File: config.mk
export PLATFORM = sky130hd
export DESIGN_NAME = rtcalm_top
export DESIGN_NICKNAME = d
export VERILOG_FILES = /design/src/verilog/rtcalm_pkg.sv /design/src/verilog/rtcalm_top.sv
export SDC_FILE = /design/constraint.sdc
export NUM_CORES = 1
export LEC_CHECK = 0
export BUFFER_PORTS_ARGS = -buffer_cell sky130_fd_sc_hd__buf_4
export CAP_MARGIN = 20
export CORE_MARGIN = 1
export CORE_UTILIZATION = 55
export CTS_CLUSTER_DIAMETER = 100
export DETAILED_ROUTE_END_ITERATION = 8
export PLACE_DENSITY = 0.81
export SYNTH_ARGS = -nofsm -noshare
export SYNTH_HDL_FRONTEND = slang
export SYNTH_SLANG_ARGS = --single-unit
File: constraint.sdc
create_clock -name pclk -period 2.6 [get_ports pclk]
set_input_delay 0 -clock pclk [delete_from_list [all_inputs] [get_ports pclk]]
set_output_delay 0 -clock pclk [all_outputs]
set_load 0.01 [all_outputs]
File: src/verilog/rtcalm_pkg.sv
package rtcalm_pkg;
  // Register indices; the APB byte address is four times the index
  localparam logic [7:0] ALARM_MINUTE_MATCH_IDX = 8'h17;
  localparam logic [7:0] ALARM_HOUR_MATCH_IDX = 8'h18;
  localparam logic [7:0] ALARM_WEEKDAY_OR_DATE_MATCH_IDX = 8'h19;
  localparam logic [7:0] EXTENSION_CONFIG_IDX = 8'h1d;
  localparam logic [7:0] EVENT_FLAGS_IDX = 8'h1e;
  localparam logic [7:0] INTERRUPT_CONTROL_IDX = 8'h1f;
  localparam logic [7:0] ALARM_SECOND_MATCH_IDX = 8'h2c;
  localparam logic [7:0] WAKEUP_PRESET_IDX = 8'h30;
  localparam logic [7:0] CALENDAR_NOW_IDX = 8'h31;
  // Field positions
  localparam int TERM_DISABLE_BIT = 7;
  localparam int WEEK_DAY_SELECT_BIT = 3;
  localparam int WAKEUP_TIMER_ENABLE_BIT = 4;
  localparam int ALARM_FLAG_BIT = 3;
  localparam int TIMER_FLAG_BIT = 4;
  localparam int ALARM_IRQ_ENABLE_BIT = 3;
  localparam int STOP_BIT = 0;
  // Reset values
  localparam logic [7:0] ALARM_RESET = 8'h00;
  localparam logic [7:0] CONFIG_RESET = 8'h00;
  localparam logic [23:0] PRESET_RESET = 24'h000000;
endpackage

File: src/verilog/rtcalm_top.sv
`timescale 1ns/1ps
// Operation
// - Reload preset and keep counting after expiry
// - Fresh countdown only on enable rising
// - Match sets alarm flag, pulls interrupt low
// - Interrupt stays low until host releases
// - Stop bit blocks alarm events
// - Alarm registers usable as plain storage
// - Register 19h read as week or date
// - Weekday bits independent, any selected matches
// - All terms disabled: event every second
// - Otherwise only a new match triggers event
// - Select 0 weekday, 1 day of month
// - Alarm flag sticky, cleared only by 0
// - Clearing flag releases interrupt output
// - Enable 1: event drives output low
// - Enable 0 blocks or releases output
// - Enable gates pin only, flag untouched
// - Interrupt is open-drain active low
module rtcalm_top (
  input wire logic pclk, // 250 MHz bus clock
  input wire logic presetn, // Async reset, active low
  // Register bus, slave side
  input wire logic psel, // APB select
  input wire logic penable, // APB access phase
  input wire logic pwrite, // APB direction
  input wire logic [11:0] paddr, // APB byte address
  input wire logic [31:0] pwdata, // APB write data
  output logic [31:0] prdata, // APB read data
  output logic pready, // APB ready
  output logic pslverr, // APB error
  // Calendar side, levels and one-cycle ticks
  input wire logic sec_tick, // One-cycle 1 Hz calendar tick
  input wire logic timer_tick, // One-cycle wake-up source tick
  input wire logic [6:0] cal_sec, // BCD seconds
  input wire logic [6:0] cal_min, // BCD minutes
  input wire logic [5:0] cal_hour, // BCD hours
  input wire logic [6:0] cal_week, // One-hot weekday
  input wire logic [5:0] cal_date, // BCD day of month
  // Interrupt pin and wake-up status
  output logic irq_n_o, // Interrupt drive value (always 0)
  output logic irq_n_oe, // Low while pin pulled low
  output logic timer_flag // Wake-up expiry flag
);
  typedef struct packed {
    // Alarm match registers, bit 7 disables the term
    logic [7:0] a_sec; // Second match
    logic [7:0] a_min; // Minute match
    logic [7:0] a_hour; // Hour match
    logic [7:0] a_wd; // Week or date match
    // Configuration bytes written by the host
    logic [7:0] ext; // Extension config
    logic [7:0] ctl; // Interrupt control
    // Sticky status and pin state
    logic af; // Alarm flag
    logic tf; // Timer flag
    logic irq_low; // Pin pulled low
    logic match_d; // Previous tick's match
    // Wake-up countdown
    logic [23:0] preset; // Wake-up preset
    logic [23:0] count; // Wake-up counter
    logic te_d; // Previous enable
    // Registered bus answer
    logic [31:0] rdata; // Read data
    logic rdy; // Ready
    logic err; // Error
  } rtcalm_s;
  // Current and next state
  rtcalm_s st;
  rtcalm_s next_st;
  // Decoded bus strobes and match terms
  logic wr; // Write strobe in setup
  logic rd; // Read strobe in setup
  logic [7:0] idx; // Word index
  logic match; // Combined alarm match
  logic hit_sec; // Second term hit
  logic hit_min; // Minute term hit
  logic hit_hour; // Hour term hit
  logic hit_wd; // Week or date term hit
  logic all_off; // All terms disabled
  logic te; // Wake-up enable bit
  logic mapped; // Address decodes
  // Bus answer in the cycle after setup: one wait-free access phase.
  // Writes land on the setup edge, so a read that follows at once
  // already sees the new value.
  // Byte address bits 9:2 carry the register index; the rest must be
  // zero or the transfer is refused.
  assign wr = psel && !penable && pwrite;
  assign rd = psel && !penable && !pwrite;
  assign idx = paddr[9:2];
  assign te = st.ext[rtcalm_pkg::WAKEUP_TIMER_ENABLE_BIT];
  // Full alarm comparison against a chosen set of terms; used to
  // re-read the present time right after the host changes a term
  function automatic logic terms_hit(input logic [7:0] s,
    input logic [7:0] m, input logic [7:0] h, input logic [7:0] w,
    input logic sel);
    logic ws; // Week or date term
    ws = w[7] || (sel ? (w[5:0] == cal_date) : |(w[6:0] & cal_week));
    return (s[7] || (s[6:0] == cal_sec)) && (m[7] || (m[6:0] == cal_min))
      && (h[7] || (h[5:0] == cal_hour)) && ws;
  endfunction
  // Term comparisons; a disabled term counts as a hit so that the
  // remaining terms alone decide the match.
  // Hours and dates use six bits, seconds and minutes seven.
  // Week mode ANDs the one-hot weekday with the mask, so several
  // days may be armed together.
  always_comb begin
    hit_sec = st.a_sec[rtcalm_pkg::TERM_DISABLE_BIT] ||
      (st.a_sec[6:0] == cal_sec);
    hit_min = st.a_min[rtcalm_pkg::TERM_DISABLE_BIT] ||
      (st.a_min[6:0] == cal_min);
    hit_hour = st.a_hour[rtcalm_pkg::TERM_DISABLE_BIT] ||
      (st.a_hour[5:0] == cal_hour);
    // Shared register: week mask or day of month
    if (st.a_wd[rtcalm_pkg::TERM_DISABLE_BIT]) begin
      hit_wd = 1'b1;
    end else if (st.ext[rtcalm_pkg::WEEK_DAY_SELECT_BIT]) begin
      // Day-of-month compare
      hit_wd = (st.a_wd[5:0] == cal_date);
    end else begin
      // Any armed weekday
      hit_wd = |(st.a_wd[6:0] & cal_week);
    end
    // Every term off: the match is forced each second
    all_off = st.a_sec[7] && st.a_min[7] && st.a_hour[7] && st.a_wd[7];
    match = hit_sec && hit_min && hit_hour && hit_wd;
  end
  // Address decode over the mapped register indices.
  // Misaligned or out-of-window addresses are never mapped; the
  // answer then carries an error and a write is dropped.
  always_comb begin
    case (idx)
      rtcalm_pkg::ALARM_MINUTE_MATCH_IDX,
      rtcalm_pkg::ALARM_HOUR_MATCH_IDX,
      rtcalm_pkg::ALARM_WEEKDAY_OR_DATE_MATCH_IDX,
      rtcalm_pkg::EXTENSION_CONFIG_IDX,
      rtcalm_pkg::EVENT_FLAGS_IDX,
      rtcalm_pkg::INTERRUPT_CONTROL_IDX,
      rtcalm_pkg::ALARM_SECOND_MATCH_IDX,
      rtcalm_pkg::WAKEUP_PRESET_IDX,
      rtcalm_pkg::CALENDAR_NOW_IDX: mapped = (paddr[11:10] == 2'b00) &&
        (paddr[1:0] == 2'b00);
      // Anything else is refused
      default: mapped = 1'b0;
    endcase
  end
  // Next state: one copy of the whole state, updated in order.
  // Later assignments win, which is how an event beats a clear
  // arriving in the same cycle.
  // Bus ready and error are single-cycle pulses by default.
  always_comb begin
    logic alarm_ev;
    logic timer_ev;
    logic rearm;
    alarm_ev = 1'b0;
    timer_ev = 1'b0;
    rearm = 1'b0;
    next_st = st;
    next_st.rdy = 1'b0;
    next_st.err = 1'b0;
    // Alarm event: sampled only on the second tick, rising match.
    // The previous match is kept across ticks so that a match which
    // simply persists does not fire again on the next second.
    if (sec_tick) begin
      next_st.match_d = match;
      // Stop halts the calendar, and with it every alarm event
      if (!st.ctl[rtcalm_pkg::STOP_BIT]) begin
        if (all_off) begin
          // Nothing to compare: fire every second
          alarm_ev = 1'b1;
        end else begin
          // Only the tick that turns the match true fires
          alarm_ev = match && !st.match_d;
        end
      end
    end
    // Wake-up countdown. Besides expiry, only an enable rising edge loads the preset;
    // a preset of zero leaves the counter idle.
    // On expiry the preset is reloaded and counting goes on, so the
    // interval repeats until the enable is cleared.
    next_st.te_d = te;
    if (te && !st.te_d) begin
      // Enable just went high: fresh countdown
      next_st.count = st.preset;
    end else if (te && timer_tick && st.preset != 24'h000000) begin
      if (st.count <= 24'h000001) begin
        // Last step: flag and reload
        timer_ev = 1'b1;
        next_st.count = st.preset;
      end else begin
        // Plain step down
        next_st.count = st.count - 24'h000001;
      end
    end
    // Register writes, taken on the setup edge.
    // Alarm terms and mode changes re-arm the edge detector below.
    if (wr && mapped) begin
      case (idx)
        rtcalm_pkg::ALARM_SECOND_MATCH_IDX: begin
          next_st.a_sec = pwdata[7:0];
          rearm = 1'b1;
        end
        rtcalm_pkg::ALARM_MINUTE_MATCH_IDX: begin
          next_st.a_min = pwdata[7:0];
          rearm = 1'b1;
        end
        rtcalm_pkg::ALARM_HOUR_MATCH_IDX: begin
          next_st.a_hour = pwdata[7:0];
          rearm = 1'b1;
        end
        rtcalm_pkg::ALARM_WEEKDAY_OR_DATE_MATCH_IDX: begin
          next_st.a_wd = pwdata[7:0];
          rearm = 1'b1;
        end
        rtcalm_pkg::EXTENSION_CONFIG_IDX: begin
          next_st.ext = pwdata[7:0];
          rearm = 1'b1;
        end
        // Control: alarm enable and stop
        rtcalm_pkg::INTERRUPT_CONTROL_IDX: next_st.ctl = pwdata[7:0];
        rtcalm_pkg::WAKEUP_PRESET_IDX: next_st.preset = pwdata[23:0];
        rtcalm_pkg::EVENT_FLAGS_IDX: begin
          // Writing 0 clears, writing 1 ignored
          if (!pwdata[rtcalm_pkg::ALARM_FLAG_BIT]) begin
            next_st.af = 1'b0;
          end
          if (!pwdata[rtcalm_pkg::TIMER_FLAG_BIT]) begin
            next_st.tf = 1'b0;
          end
        end
        // Counter readback and unused indices: nothing to store
        default: ;
      endcase
    end
    // Re-read the present time against the new terms, so that an
    // alarm written equal to it waits for the next match
    if (rearm) begin
      next_st.match_d = terms_hit(next_st.a_sec, next_st.a_min,
        next_st.a_hour, next_st.a_wd,
        next_st.ext[rtcalm_pkg::WEEK_DAY_SELECT_BIT]);
    end
    // Events win over a clear in the same cycle: a clear that
    // lands on the event's edge would otherwise lose an alarm
    // the host has not seen yet
    if (alarm_ev) begin
      next_st.af = 1'b1;
    end
    if (timer_ev) begin
      next_st.tf = 1'b1;
    end
    // Pin: held low while flag set and enable set.
    // Clearing the enable floats the pin but keeps the flag;
    // setting it again pulls the pin while the flag stands.
    next_st.irq_low = next_st.af &&
      next_st.ctl[rtcalm_pkg::ALARM_IRQ_ENABLE_BIT];
    // Read data and answer, produced in the setup cycle
    // and presented with ready in the access phase;
    // unmapped indices read as zero with an error
    if (psel && !penable) begin
      next_st.rdy = 1'b1;
      next_st.err = !mapped;
      next_st.rdata = 32'h00000000;
      // Byte registers fill bits 7:0, the rest read zero
      if (rd && mapped) begin
        case (idx)
          rtcalm_pkg::ALARM_SECOND_MATCH_IDX: next_st.rdata[7:0] = st.a_sec;
          rtcalm_pkg::ALARM_MINUTE_MATCH_IDX: next_st.rdata[7:0] = st.a_min;
          rtcalm_pkg::ALARM_HOUR_MATCH_IDX: next_st.rdata[7:0] = st.a_hour;
          rtcalm_pkg::ALARM_WEEKDAY_OR_DATE_MATCH_IDX:
            next_st.rdata[7:0] = st.a_wd;
          rtcalm_pkg::EXTENSION_CONFIG_IDX: next_st.rdata[7:0] = st.ext;
          rtcalm_pkg::INTERRUPT_CONTROL_IDX: next_st.rdata[7:0] = st.ctl;
          rtcalm_pkg::WAKEUP_PRESET_IDX: next_st.rdata[23:0] = st.preset;
          // Live counter value for software polling
          rtcalm_pkg::CALENDAR_NOW_IDX: next_st.rdata[23:0] = st.count;
          rtcalm_pkg::EVENT_FLAGS_IDX: begin
            next_st.rdata[rtcalm_pkg::ALARM_FLAG_BIT] = st.af;
            next_st.rdata[rtcalm_pkg::TIMER_FLAG_BIT] = st.tf;
          end
          default: ;
        endcase
      end
    end
  end
  // State register; reset clears every field, so the pin floats,
  // the flags are clear and the bus answer is idle
  // (only constants in the reset branch)
  always_ff @(posedge pclk or negedge presetn) begin
    if (!presetn) begin
      st <= '0;
    end else begin
      st <= next_st;
    end
  end
  // Outputs straight from flops; open-drain drives 0 only,
  // so the pin is moved by its enable alone
  // Bus answer
  assign prdata = st.rdata;
  assign pready = st.rdy;
  assign pslverr = st.err;
  // Open-drain pin
  assign irq_n_o = 1'b0;
  assign irq_n_oe = !st.irq_low;
  // Wake-up status
  assign timer_flag = st.tf;
  // Checks below watch state and outputs that the block drives
  // Flag stays set unless the host writes the flag register
  // (a tick in that cycle may set it again, never drop it)
  a_flag_sticky: assert property (
    @(posedge pclk) disable iff (!presetn)
    st.af && !(wr && idx == rtcalm_pkg::EVENT_FLAGS_IDX) |=> st.af)
    else $error("alarm flag dropped");
  // Pin is low only while both flag and enable are set
  // (the enable alone never pulls the pin)
  a_pin_needs_flag: assert property (
    @(posedge pclk) disable iff (!presetn)
    !irq_n_oe |-> st.af && st.ctl[rtcalm_pkg::ALARM_IRQ_ENABLE_BIT])
    else $error("pin low without flag and enable");
  // Stop bit keeps a clear flag clear across a tick,
  // even when every term would match
  a_stop_blocks: assert property (
    @(posedge pclk) disable iff (!presetn)
    sec_tick && st.ctl[rtcalm_pkg::STOP_BIT] && !st.af |=> !st.af)
    else $error("alarm while stopped");
  // Enable rising edge loads the preset
  a_reload_start: assert property (
    @(posedge pclk) disable iff (!presetn)
    te && !st.te_d |=> st.count == $past(st.preset))
    else $error("no preset load");
  // While enabled, only a source tick moves the counter
  a_start_only_rise: assert property (
    @(posedge pclk) disable iff (!presetn)
    te && st.te_d && !timer_tick |=> st.count == $past(st.count))
    else $error("counter moved without a tick");
  // A zero preset keeps the counter still
  a_timer_idle: assert property (
    @(posedge pclk) disable iff (!presetn)
    st.preset == 24'h000000 && !(te && !st.te_d) |=>
      st.count == $past(st.count))
    else $error("idle counter moved");
  // Expiry raises the flag and reloads the preset
  // for the next interval
  a_timer_reload: assert property (
    @(posedge pclk) disable iff (!presetn)
    te && st.te_d && timer_tick && st.preset != 24'h000000 &&
      st.count <= 24'h000001 |=> st.tf && st.count == $past(st.preset))
    else $error("no reload on expiry");
  // Every term off: the next tick sets the flag
  a_all_off_fires: assert property (
    @(posedge pclk) disable iff (!presetn)
    sec_tick && !st.ctl[rtcalm_pkg::STOP_BIT] && all_off |=> st.af)
    else $error("no alarm with all terms off");
  // Event with enable set pulls the pin on the next cycle;
  // a register write in that cycle is left out
  a_event_low: assert property (
    @(posedge pclk) disable iff (!presetn)
    sec_tick && !st.ctl[rtcalm_pkg::STOP_BIT] && all_off && !wr &&
      st.ctl[rtcalm_pkg::ALARM_IRQ_ENABLE_BIT] |=> !irq_n_oe)
    else $error("event did not pull the pin");
  // Clearing the flag floats the pin when no tick competes
  a_clear_releases: assert property (
    @(posedge pclk) disable iff (!presetn)
    wr && mapped && idx == rtcalm_pkg::EVENT_FLAGS_IDX && !sec_tick &&
      !pwdata[rtcalm_pkg::ALARM_FLAG_BIT] |=> irq_n_oe)
    else $error("pin held after flag clear");
  // Stop also keeps a floating pin floating
  a_stop_no_pin: assert property (
    @(posedge pclk) disable iff (!presetn)
    sec_tick && st.ctl[rtcalm_pkg::STOP_BIT] && irq_n_oe && !wr |=> irq_n_oe)
    else $error("pin pulled while stopped");
  // The flag only rises after a second tick
  a_flag_needs_tick: assert property (
    @(posedge pclk) disable iff (!presetn)
    !st.af ##1 st.af |-> $past(sec_tick))
    else $error("flag rose without a tick");
  // Bus answer lasts one cycle, an error only with it
  a_ready_pulse: assert property (
    @(posedge pclk) disable iff (!presetn)
    pready |=> !pready)
    else $error("ready held too long");
  a_err_with_ready: assert property (
    @(posedge pclk) disable iff (!presetn)
    pslverr |-> pready)
    else $error("error without ready");
endmodule
==> results of run 1 <==
-- logic make-up after synthesis --
logic type               synth area share [%]
adder cells (fa/ha/maj)                 0.346
XOR/XNOR                                 5.21
AND/OR/NAND/NOR                          14.9
flip-flops                               44.0
other                                  0.0519
multiplexers                             11.3
buffers and inverters                    7.08
AO/OA/AOI/OAI                            17.1
-- stage by stage --
stage          cell area (µm²)  TNS [ns]  instances
6_report                  9140         0       1028
5_1_grt                   9140   -0.0664       1028
4_1_cts                   9120    -0.140       1027
3_5_place_dp              8090  -0.00777        960
3_3_place_gp              8090         0        960
2_1_floorplan             7260         0        724
-- final cells by class --
type | instances | area, µm²
Inverter | 24 | 90.1
Clock inverter | 10 | 206
Tap cell | 172 | 215
Multi-Input combinational cell | 502 | 3590
Timing Repair Buffer | 171 | 1390
Clock buffer | 22 | 474
Fill cell | 899 | 3580
Sequential cell | 127 | 3180
-- worst reg2reg max path: cells and delay by family, from the launching register on --
family,cells,cell delay [ns]
compound gates,2,0.38
buf+inv,1,0.17
flops,1,0.37
simple gates,5,1.45
-- state kept, by name, summed over array words and instances (netlist names) --
name and cells:
pslverr 1, st 99, pready 1, prdata 24, next_st 1, timer_flag 1
-- final timing paths --
check | startpoint | endpoint | slack (ns) | cells after the start
min reg2reg | prdata[11] | prdata[11] | 0.48 | 2
max in group asynchronous | presetn | st[56] | 1.57 | 3
min in group asynchronous | presetn | st[107] | 0.16 | 2
max | st[52] | st[36] | 0.11 | 8
max reg2reg | st[52] | st[36] | 0.11 | 8
min | timer_tick | timer_flag | 0.04 | 5
-- cell usage in the layout, fill, tap and decap left out, types with 8 or more instances in the layout --
cell,count
nor2_1,32
inv_1,23
a222oi_1,19
buf_4,134
nand2_1,45
a22o_1,8
a21oi_1,32
xnor2_1,15
nand3_1,20
mux2i_1,8
o21ai_1,25
a22oi_1,29
o21ai_0,41
conb_1,9
dlygate4sd3_1,35
nor4_1,13
dfrtp_1,127
clkbuf_16,17
nor3_1,21
mux2_2,63
xor2_1,28
-- per-layer routing --
layer  GRT usage, %  vias to the layer above  part of all wire [%]
met1           42.9                     3194                    40
met4           14.5                        0                   3.5
met2           49.3                      452                    46
met5              0                        -                     0
li1               -                     2868                     -
met3           10.7                       78                    11
-- power by group --
part           internal [mW]  total [mW]  switching [mW]
sequential              1.98        1.99         0.00372
clock                   1.87        2.74           0.865
combinational          0.162       0.351           0.189
-- repair_timing --
item / in CTS / in global routing
pin swaps: 0 / 2
hold buffers: 35 / 0
endpoints found under the hold margin: 124 / 0
gates resized for setup: 0 / 2
setup endpoints to repair: 4 / 24
buffers inserted: 0 / 0
==> results.cfg, run 1 <==
[drt]
drt_iter0_drc = 919
postRouteAntennaNets = 0
avgViaCountPerCell = 6.41
avgRoutedWirePerCell_um = 20.6
num_vias = 6592
routed_wl_mm = 21.2
dr.pass1.iters = 8
drc = 0

[timing]
setup_viol = 0
whs_ns = 0.0408
worst_pin_slew_ns = 0.703
period_minus_slack_ns = 2.49
relSlewSlack_pct = 53.1
timing_hold_violations_final = 0
skew_ns = 0.00532
finalMaxSlewViolations = 0
fin_crit_sh_pct = 95.8
fin_ws_ns = 0.108
fmax_mhz = 401

[clocking]
cts_tree = yes
clk_pin_slew_worst_paths_ns = 0.06
cts.sink_count = 127
clockBufferDepth = 2
root_buffer = clkbuf_16
h-tree-depth = 4
clkLatencyLatePin_ns = 0.43
cts_buffers = 17

[placement]
port_buffers = 103
gp_congestion = 0.922
dp_slack_ns = -0.00777
place_hpwl_mm = 14.3

[floorplanning]
dieArea_um2 = 13600
core_um2 = 12700
start_util_pct = 56.8
io_pins = 121
die_h_um = 117
die_w_um = 117
row_count = 41

[logic_synthesis]
synthTopCellsByArea = dfrtp_1 (44%), mux2_2 (9.8%), buf_4 (3.8%)
yosysSeqAreaShare_pct = 44.0
synth_area_per_cell_um2 = 10.1
synth-seq-cells = 127
synthCells = 716
synthTopCellsByCount = dfrtp_1 (127), mux2_2 (63), nand2_1 (45)
ys_warn_count = 0
synthesis.area_um2 = 7230
synth_cell_type_count = 67
async_reset_ff_share_pct = 100
synth_ff_type = dfrtp_1
synth_area_leader_cell = dfrtp_1
synth.most_common_cell = dfrtp_1
synthDominantCellAreaShare_pct = 44.0
synth_edf_count = 0

[power]
powerDensity_nw_per_um2 = 555
vdd.ir_drop.worst_v = 0.000466
leakage_nw = 4.22
fin_total_pwr_mw = 5.07

[setup_path]
critPathTopFamily = simple AND/OR/NAND/NOR gates
crit_required_ns = 2.89
slowest_delay_ns = 0.57
critPathBufInv = 1
cp_slowest_cell = or4_4
critical_path_arrival_ns = 2.78
start_kind = register
cp-end-kind = register
path_class = reg -> reg
path_max_fanout = 31
crit_chain = or4_4 > or3_1 > nor4_4 > or2_4 > buf_12 > nor2_1 > a211oi_1 > a21oi_1

[run_status]
outcome = finished, final reports clean

[final_layout]
nets = 929
drive_above_1_share_pct = 29.4
area_growth_pct = 26.5
antennaDiodeCount = 0
finish.utilization_pct = 71.9

[global_route]
grt_usage_pct = 32.7
grt_pass1_vias = 6379
antenna_found_initial = 0
grt_pass1_wl_mm = 33.1
grt_overflow = 0
grt_max_degree = 55

[min_path]
hp-class = in -> reg

[flow_run]
drv_cap = 0
Power figures use the tool's default switching activity.
==> run 2: changes to the inputs <==
==> constraint.sdc (replaced) <==
create_clock -name pclk -period 2.89 [get_ports pclk]
set_input_delay 0 -clock pclk [delete_from_list [all_inputs] [get_ports pclk]]
set_output_delay 0 -clock pclk [all_outputs]
set_load 0.01 [all_outputs]
==> run 2 against run 1 <==
Compared with the run above:
- total power shrank 16%
- clock skew grew 0.0023 ns
- via count shrank 2.4%
- critical path depth grew 4
- flip-flop and latch count is the same
- combinational power shrank 12%
- clock power shrank 22%
- sequential share of layout area grew 0.75 points
- worst setup slack lost 0.028 ns
- final area shrank 2.1%
- core utilization shrank 1.5 points
==> results.cfg, run 2 (same netlist as run 1, synthesis figures left out) <==
[run_status]
outcome = finished, final reports clean

[clocking]
root_buffer = clkbuf_16
clk_pin_slew_worst_paths_ns = 0.06
clockBufferDepth = 2
clkLatencyLatePin_ns = 0.42
cts_tree = yes
h-tree-depth = 4
cts_buffers = 17
cts.sink_count = 127

[power]
fin_total_pwr_mw = 4.24
p_comb_share_pct = 7.3
leakage_nw = 4.10
clkPwrFrac_pct = 50.6
p_sw_mw = 0.946
vdd.ir_drop.worst_v = 0.000506
swShare_pct = 22.3
p_seq_share_pct = 42.1
p_int_mw = 3.30
powerDensity_nw_per_um2 = 474

[placement]
place_inst = 948
place_hpwl_mm = 13.9
port_buffers = 103
dpl-instance-area_um2 = 8000
gp_congestion = 0.921
dp_slack_ns = 0.216

[setup_path]
r2r-start = st[51]
crit_required_ns = 3.20
cp-end-kind = register
path_max_fanout = 7
startpoint = psel
start_kind = input port
critical_path_arrival_ns = 3.12
path_class = in -> reg

[final_layout]
fin_cells = 1013
design_area_um2 = 8950
top_register = st
antennaDiodeCount = 0
final_cell_mix = dfrtp_1 (127), buf_4 (123), mux2_2 (63), nand2_1 (45), o21ai_0 (41)
area_growth_pct = 23.8
largest_register_ffs = 99
finish.utilization_pct = 70.3
fillers = 915
regArea_um2 = 3180
layout_commonest_cell = dfrtp_1
drive_above_1_share_pct = 28.3
nets = 915
multiInputGateArea_um2 = 3600

[timing]
setup_viol = 0
relSlewSlack_pct = 53.8
skew_ns = 0.00763
whs_ns = 0.0169
timing_hold_violations_final = 0
fmax_mhz = 356
worst_pin_slew_ns = 0.690
fin_ws_ns = 0.0798
fin_crit_sh_pct = 97.2
finalMaxSlewViolations = 0
fin_setup_tns_ns = 0
period_minus_slack_ns = 2.81

[drt]
avgViaCountPerCell = 6.35
met2_length_mm = 9.39
drc = 0
avgRoutedWirePerCell_um = 20.0
met3WireLength_mm = 2.12
postRouteAntennaNets = 0
num_vias = 6436
dr.pass1.iters = 8
drt_iter0_drc = 1016
drt-met1-wl_mm = 8.30
topRoutingLayerUsed = met4
routed_wl_mm = 20.3

[global_route]
antenna_found_initial = 0
grt_pass1_vias = 6161
grt_max_degree = 55
grt_overflow = 0
grt_pass1_wl_mm = 32.1
grt_usage_pct = 31.6

[min_path]
hp-class = in -> reg
hold_start = cal_week[4]

[floorplanning]
io_pins = 121
die_h_um = 117
start_util_pct = 56.8
row_count = 41
dieArea_um2 = 13600
core_um2 = 12700
die_w_um = 117

[flow_run]
drv_cap = 0
-- run 2: cell types whose count changed in the layout (fill, tap and decap cells not counted), sizes merged --
| cell | previous run | this run |
|---|---|---|
| dlygate4sd3 | 35 | 32 |
| clkinvlp | 1 | 4 |
| bufinv | 6 | 3 |
| clkbuf | 22 | 21 |
| buf | 136 | 125 |
-- run 2: final cells by class --
class	count	area share [%]
inverter	24	1.01
timing repair buffer	157	14.2
multi-input combinational	502	40.2
clock inverter	10	1.55
clock buffer	21	5.03
tap	172	2.40
sequential	127	35.5
-- run 2: worst paths after layout --
kind / to / slack [ns] / depth (start not counted)
min in group asynchronous: st[104] / 0.11 / 2
min reg2reg: prdata[9] / 0.48 / 2
max in group asynchronous: st[35] / 1.90 / 3
min: st[83] / 0.02 / 4
max: st[83] / 0.08 / 12
max reg2reg: st[52] / 0.15 / 8
-- run 2: power groups by stage --
stage                     clock network [mW]  registers [mW]  logic, mW
final                                   2.15            1.79      0.310
after global routing                    2.24            1.79      0.339
after CTS                               2.17            1.79      0.306
after detailed placement                   0            1.82      0.270
after global placement                     0            1.82      0.261
after floorplan                            0            1.82      0.109
-- run 2: critical path, cell delays in order --
cell	delay [ns]
dlygate4sd3_1	0.54
buf_4	0.12
nand2b_1	0.07
dlygate4sd3_1	0.58
inv_2	0.08
nand3_4	0.14
nor4_4	0.24
buf_4	0.19
mux2_2	0.38
a2111oi_4	0.36
nand4_1	0.15
a31o_1	0.24
-- run 2: what timing repair did --
action,in CTS,in global routing
gates resized for setup,0,3
endpoints found under the hold margin,115,0
setup endpoints to repair,0,3
hold buffers,32,0
buffers inserted,0,1
-- run 2: metal layers --
metal / track usage, % / up-vias
met5: 0 / -
met4: 12.1 / 0
met3: 8.98 / 57
met2: 47.7 / 386
met1: 43.4 / 3148
li1: - / 2845
==> run 3: changes to the inputs <==
--- a/config.mk
+++ b/config.mk
@@ -11,6 +11,7 @@
 export CORE_UTILIZATION = 55
 export CTS_CLUSTER_DIAMETER = 100
 export DETAILED_ROUTE_END_ITERATION = 8
+export MAX_ROUTING_LAYER = met4
 export PLACE_DENSITY = 0.81
 export SYNTH_ARGS = -nofsm -noshare
 export SYNTH_HDL_FRONTEND = slang
==> run 3 against run 2 <==
Compared with the run above:
- global-route usage is 0.77 points higher
- cell count hardly changed
- sequential share of layout area is 0.25 points lower
- clock power is 9.3% higher
- combinational power hardly changed
- critical path depth is 4 lower
- non-clock buffer count stayed put
- via count is 0.98% lower
- critical endpoint is now st[56]
==> results.cfg, run 3 (same netlist as run 1, synthesis figures left out) <==
[clocking]
clk_pin_slew_worst_paths_ns = 0.06
cts.sink_count = 127
cts_tree = yes
clockBufferDepth = 2
root_buffer = clkbuf_16
cts_buffers = 17
h-tree-depth = 4
clkLatencyLatePin_ns = 0.43

[timing]
timing_hold_violations_final = 0
rsz0062_at_grt = false
fin_crit_sh_pct = 95.9
relSlewSlack_pct = 50.6
skew_ns = 0.0113
finalMaxSlewViolations = 0
fmax_mhz = 361
worst_pin_slew_ns = 0.741
fin_setup_tns_ns = 0
setup_viol = 0
period_minus_slack_ns = 2.77

[min_path]
hp-class = in -> reg
hold_start = cal_week[3]
hold_depth = 4

[global_route]
grt_max_degree = 72
grt_usage_pct = 32.4
grt_overflow = 0
grt_pass1_wl_mm = 32.0
grt_pass1_vias = 6192
antenna_found_initial = 1

[setup_path]
critical_path_arrival_ns = 3.12
cp_slowest_cell = or4_4
r2r-start = st[51]
cp-end-kind = register
path_depth = 8
slowest_delay_ns = 0.56
reg2regPathDepth = 8
crit_required_ns = 3.24
start_kind = register
crit_chain = or4_4 > or3_1 > nor4_2 > or2_1 > buf_4 > nor2_1 > o2bb2ai_1 > a21oi_1
critPathTopFamily = simple AND/OR/NAND/NOR gates
path_class = reg -> reg
startpoint = st[51]
critPathBufInv = 1
path_max_fanout = 27

[drt]
drt_iter0_drc = 897
avgRoutedWirePerCell_um = 20.3
routed_wl_mm = 20.6
dr.pass1.iters = 9
drc = 0
avgViaCountPerCell = 6.29
num_vias = 6373
postRouteAntennaNets = 0

[power]
swShare_pct = 21.6
p_int_mw = 3.48
p_comb_share_pct = 7.0
p_seq_share_pct = 40.2
p_sw_mw = 0.962
vdd.ir_drop.worst_v = 0.000372
powerDensity_nw_per_um2 = 493
leakage_nw = 4.15
clkPwrFrac_pct = 52.8

[placement]
place_hpwl_mm = 14.1
place_inst = 948
port_buffers = 103
gp_congestion = 0.931

[floorplanning]
start_util_pct = 56.8
row_count = 41
core_um2 = 12700
dieArea_um2 = 13600
die_w_um = 117
die_h_um = 117
io_pins = 121

[run_status]
outcome = finished, final reports clean

[final_layout]
final_cell_mix = dfrtp_1 (127), buf_4 (122), mux2_2 (62), nand2_1 (45), o21ai_0 (41)
finish.utilization_pct = 70.8
layout_commonest_cell = dfrtp_1
top_register = st
largest_register_ffs = 99
nets = 915
area_growth_pct = 24.7
fin_cells = 1014
multiInputGateArea_um2 = 3600
regArea_um2 = 3180
drive_above_1_share_pct = 28.5
fillers = 875

[flow_run]
drv_cap = 0
[run 3: worst reg2reg max path: stages (launching register included)]
cell,delay [ns]
dfrtp_1,0.43
or4_4,0.56
or3_1,0.40
nor4_2,0.41
or2_1,0.17
buf_4,0.28
nor2_1,0.13
o2bb2ai_1,0.15
a21oi_1,0.18
[run 3: power by group through the flow]
| stage | clock network [mW] | registers [mW] | logic [mW] |
|---|---|---|---|
| after CTS | 2.36 | 1.79 | 0.306 |
| after floorplan | 0 | 1.82 | 0.109 |
| final | 2.35 | 1.79 | 0.310 |
| after global placement | 0 | 1.82 | 0.260 |
| after global routing | 2.42 | 1.79 | 0.336 |
| after detailed placement | 0 | 1.82 | 0.270 |
[run 3: routing by layer]
layer / up-vias / global-route usage [%] / wire length (µm)
li1: 2846 / - / -
met2: 394 / 48.3 / 9380
met4: 0 / 12.9 / 567
met1: 3069 / 42.4 / 8460
met3: 64 / 8.20 / 2170
met5: - / - / 0
[run 3: path summary, 6_finish.rpt]
check,slack [ns],end
max reg2reg,0.12,st[56]
min,0.06,st[83]
min in group asynchronous,0.17,st[104]
max in group asynchronous,1.84,st[84]
min reg2reg,0.48,prdata[11]
max,0.12,st[56]
[run 3: metrics by stage]
stage | worst slack [ns] | area (µm²) | hold WS (ns) | power (mW)
global route | 0.00275 | 9010 | 0.0631 | 4.54
finish | 0.120 | 9010 | 0.0571 | 4.44
global placement | 0.327 | 8000 | 0.0942 | 2.08
floorplan | 0.475 | 7260 | -0.296 | 1.93
CTS | 0.0712 | 8980 | 0.00341 | 4.45
detailed placement | 0.217 | 8000 | 0.0935 | 2.09
[run 3: timing repair]
item                                    CTS  global route
resized for setup                         0             4
setup buffers                             0             1
endpoints found under the setup margin    0             2
hold endpoints to repair                132             0
hold buffers                             33             0
[run 3: area by class of cell]
type / count / share of cell area [%]
multi-input cells: 502 / 39.9
diodes: 1 / 0.0278
clock buffers: 23 / 5.53
inverters: 24 / 1.00
flip-flops and latches: 127 / 35.3
clock inverters: 8 / 1.68
well taps: 172 / 2.39
repair buffers: 157 / 14.2
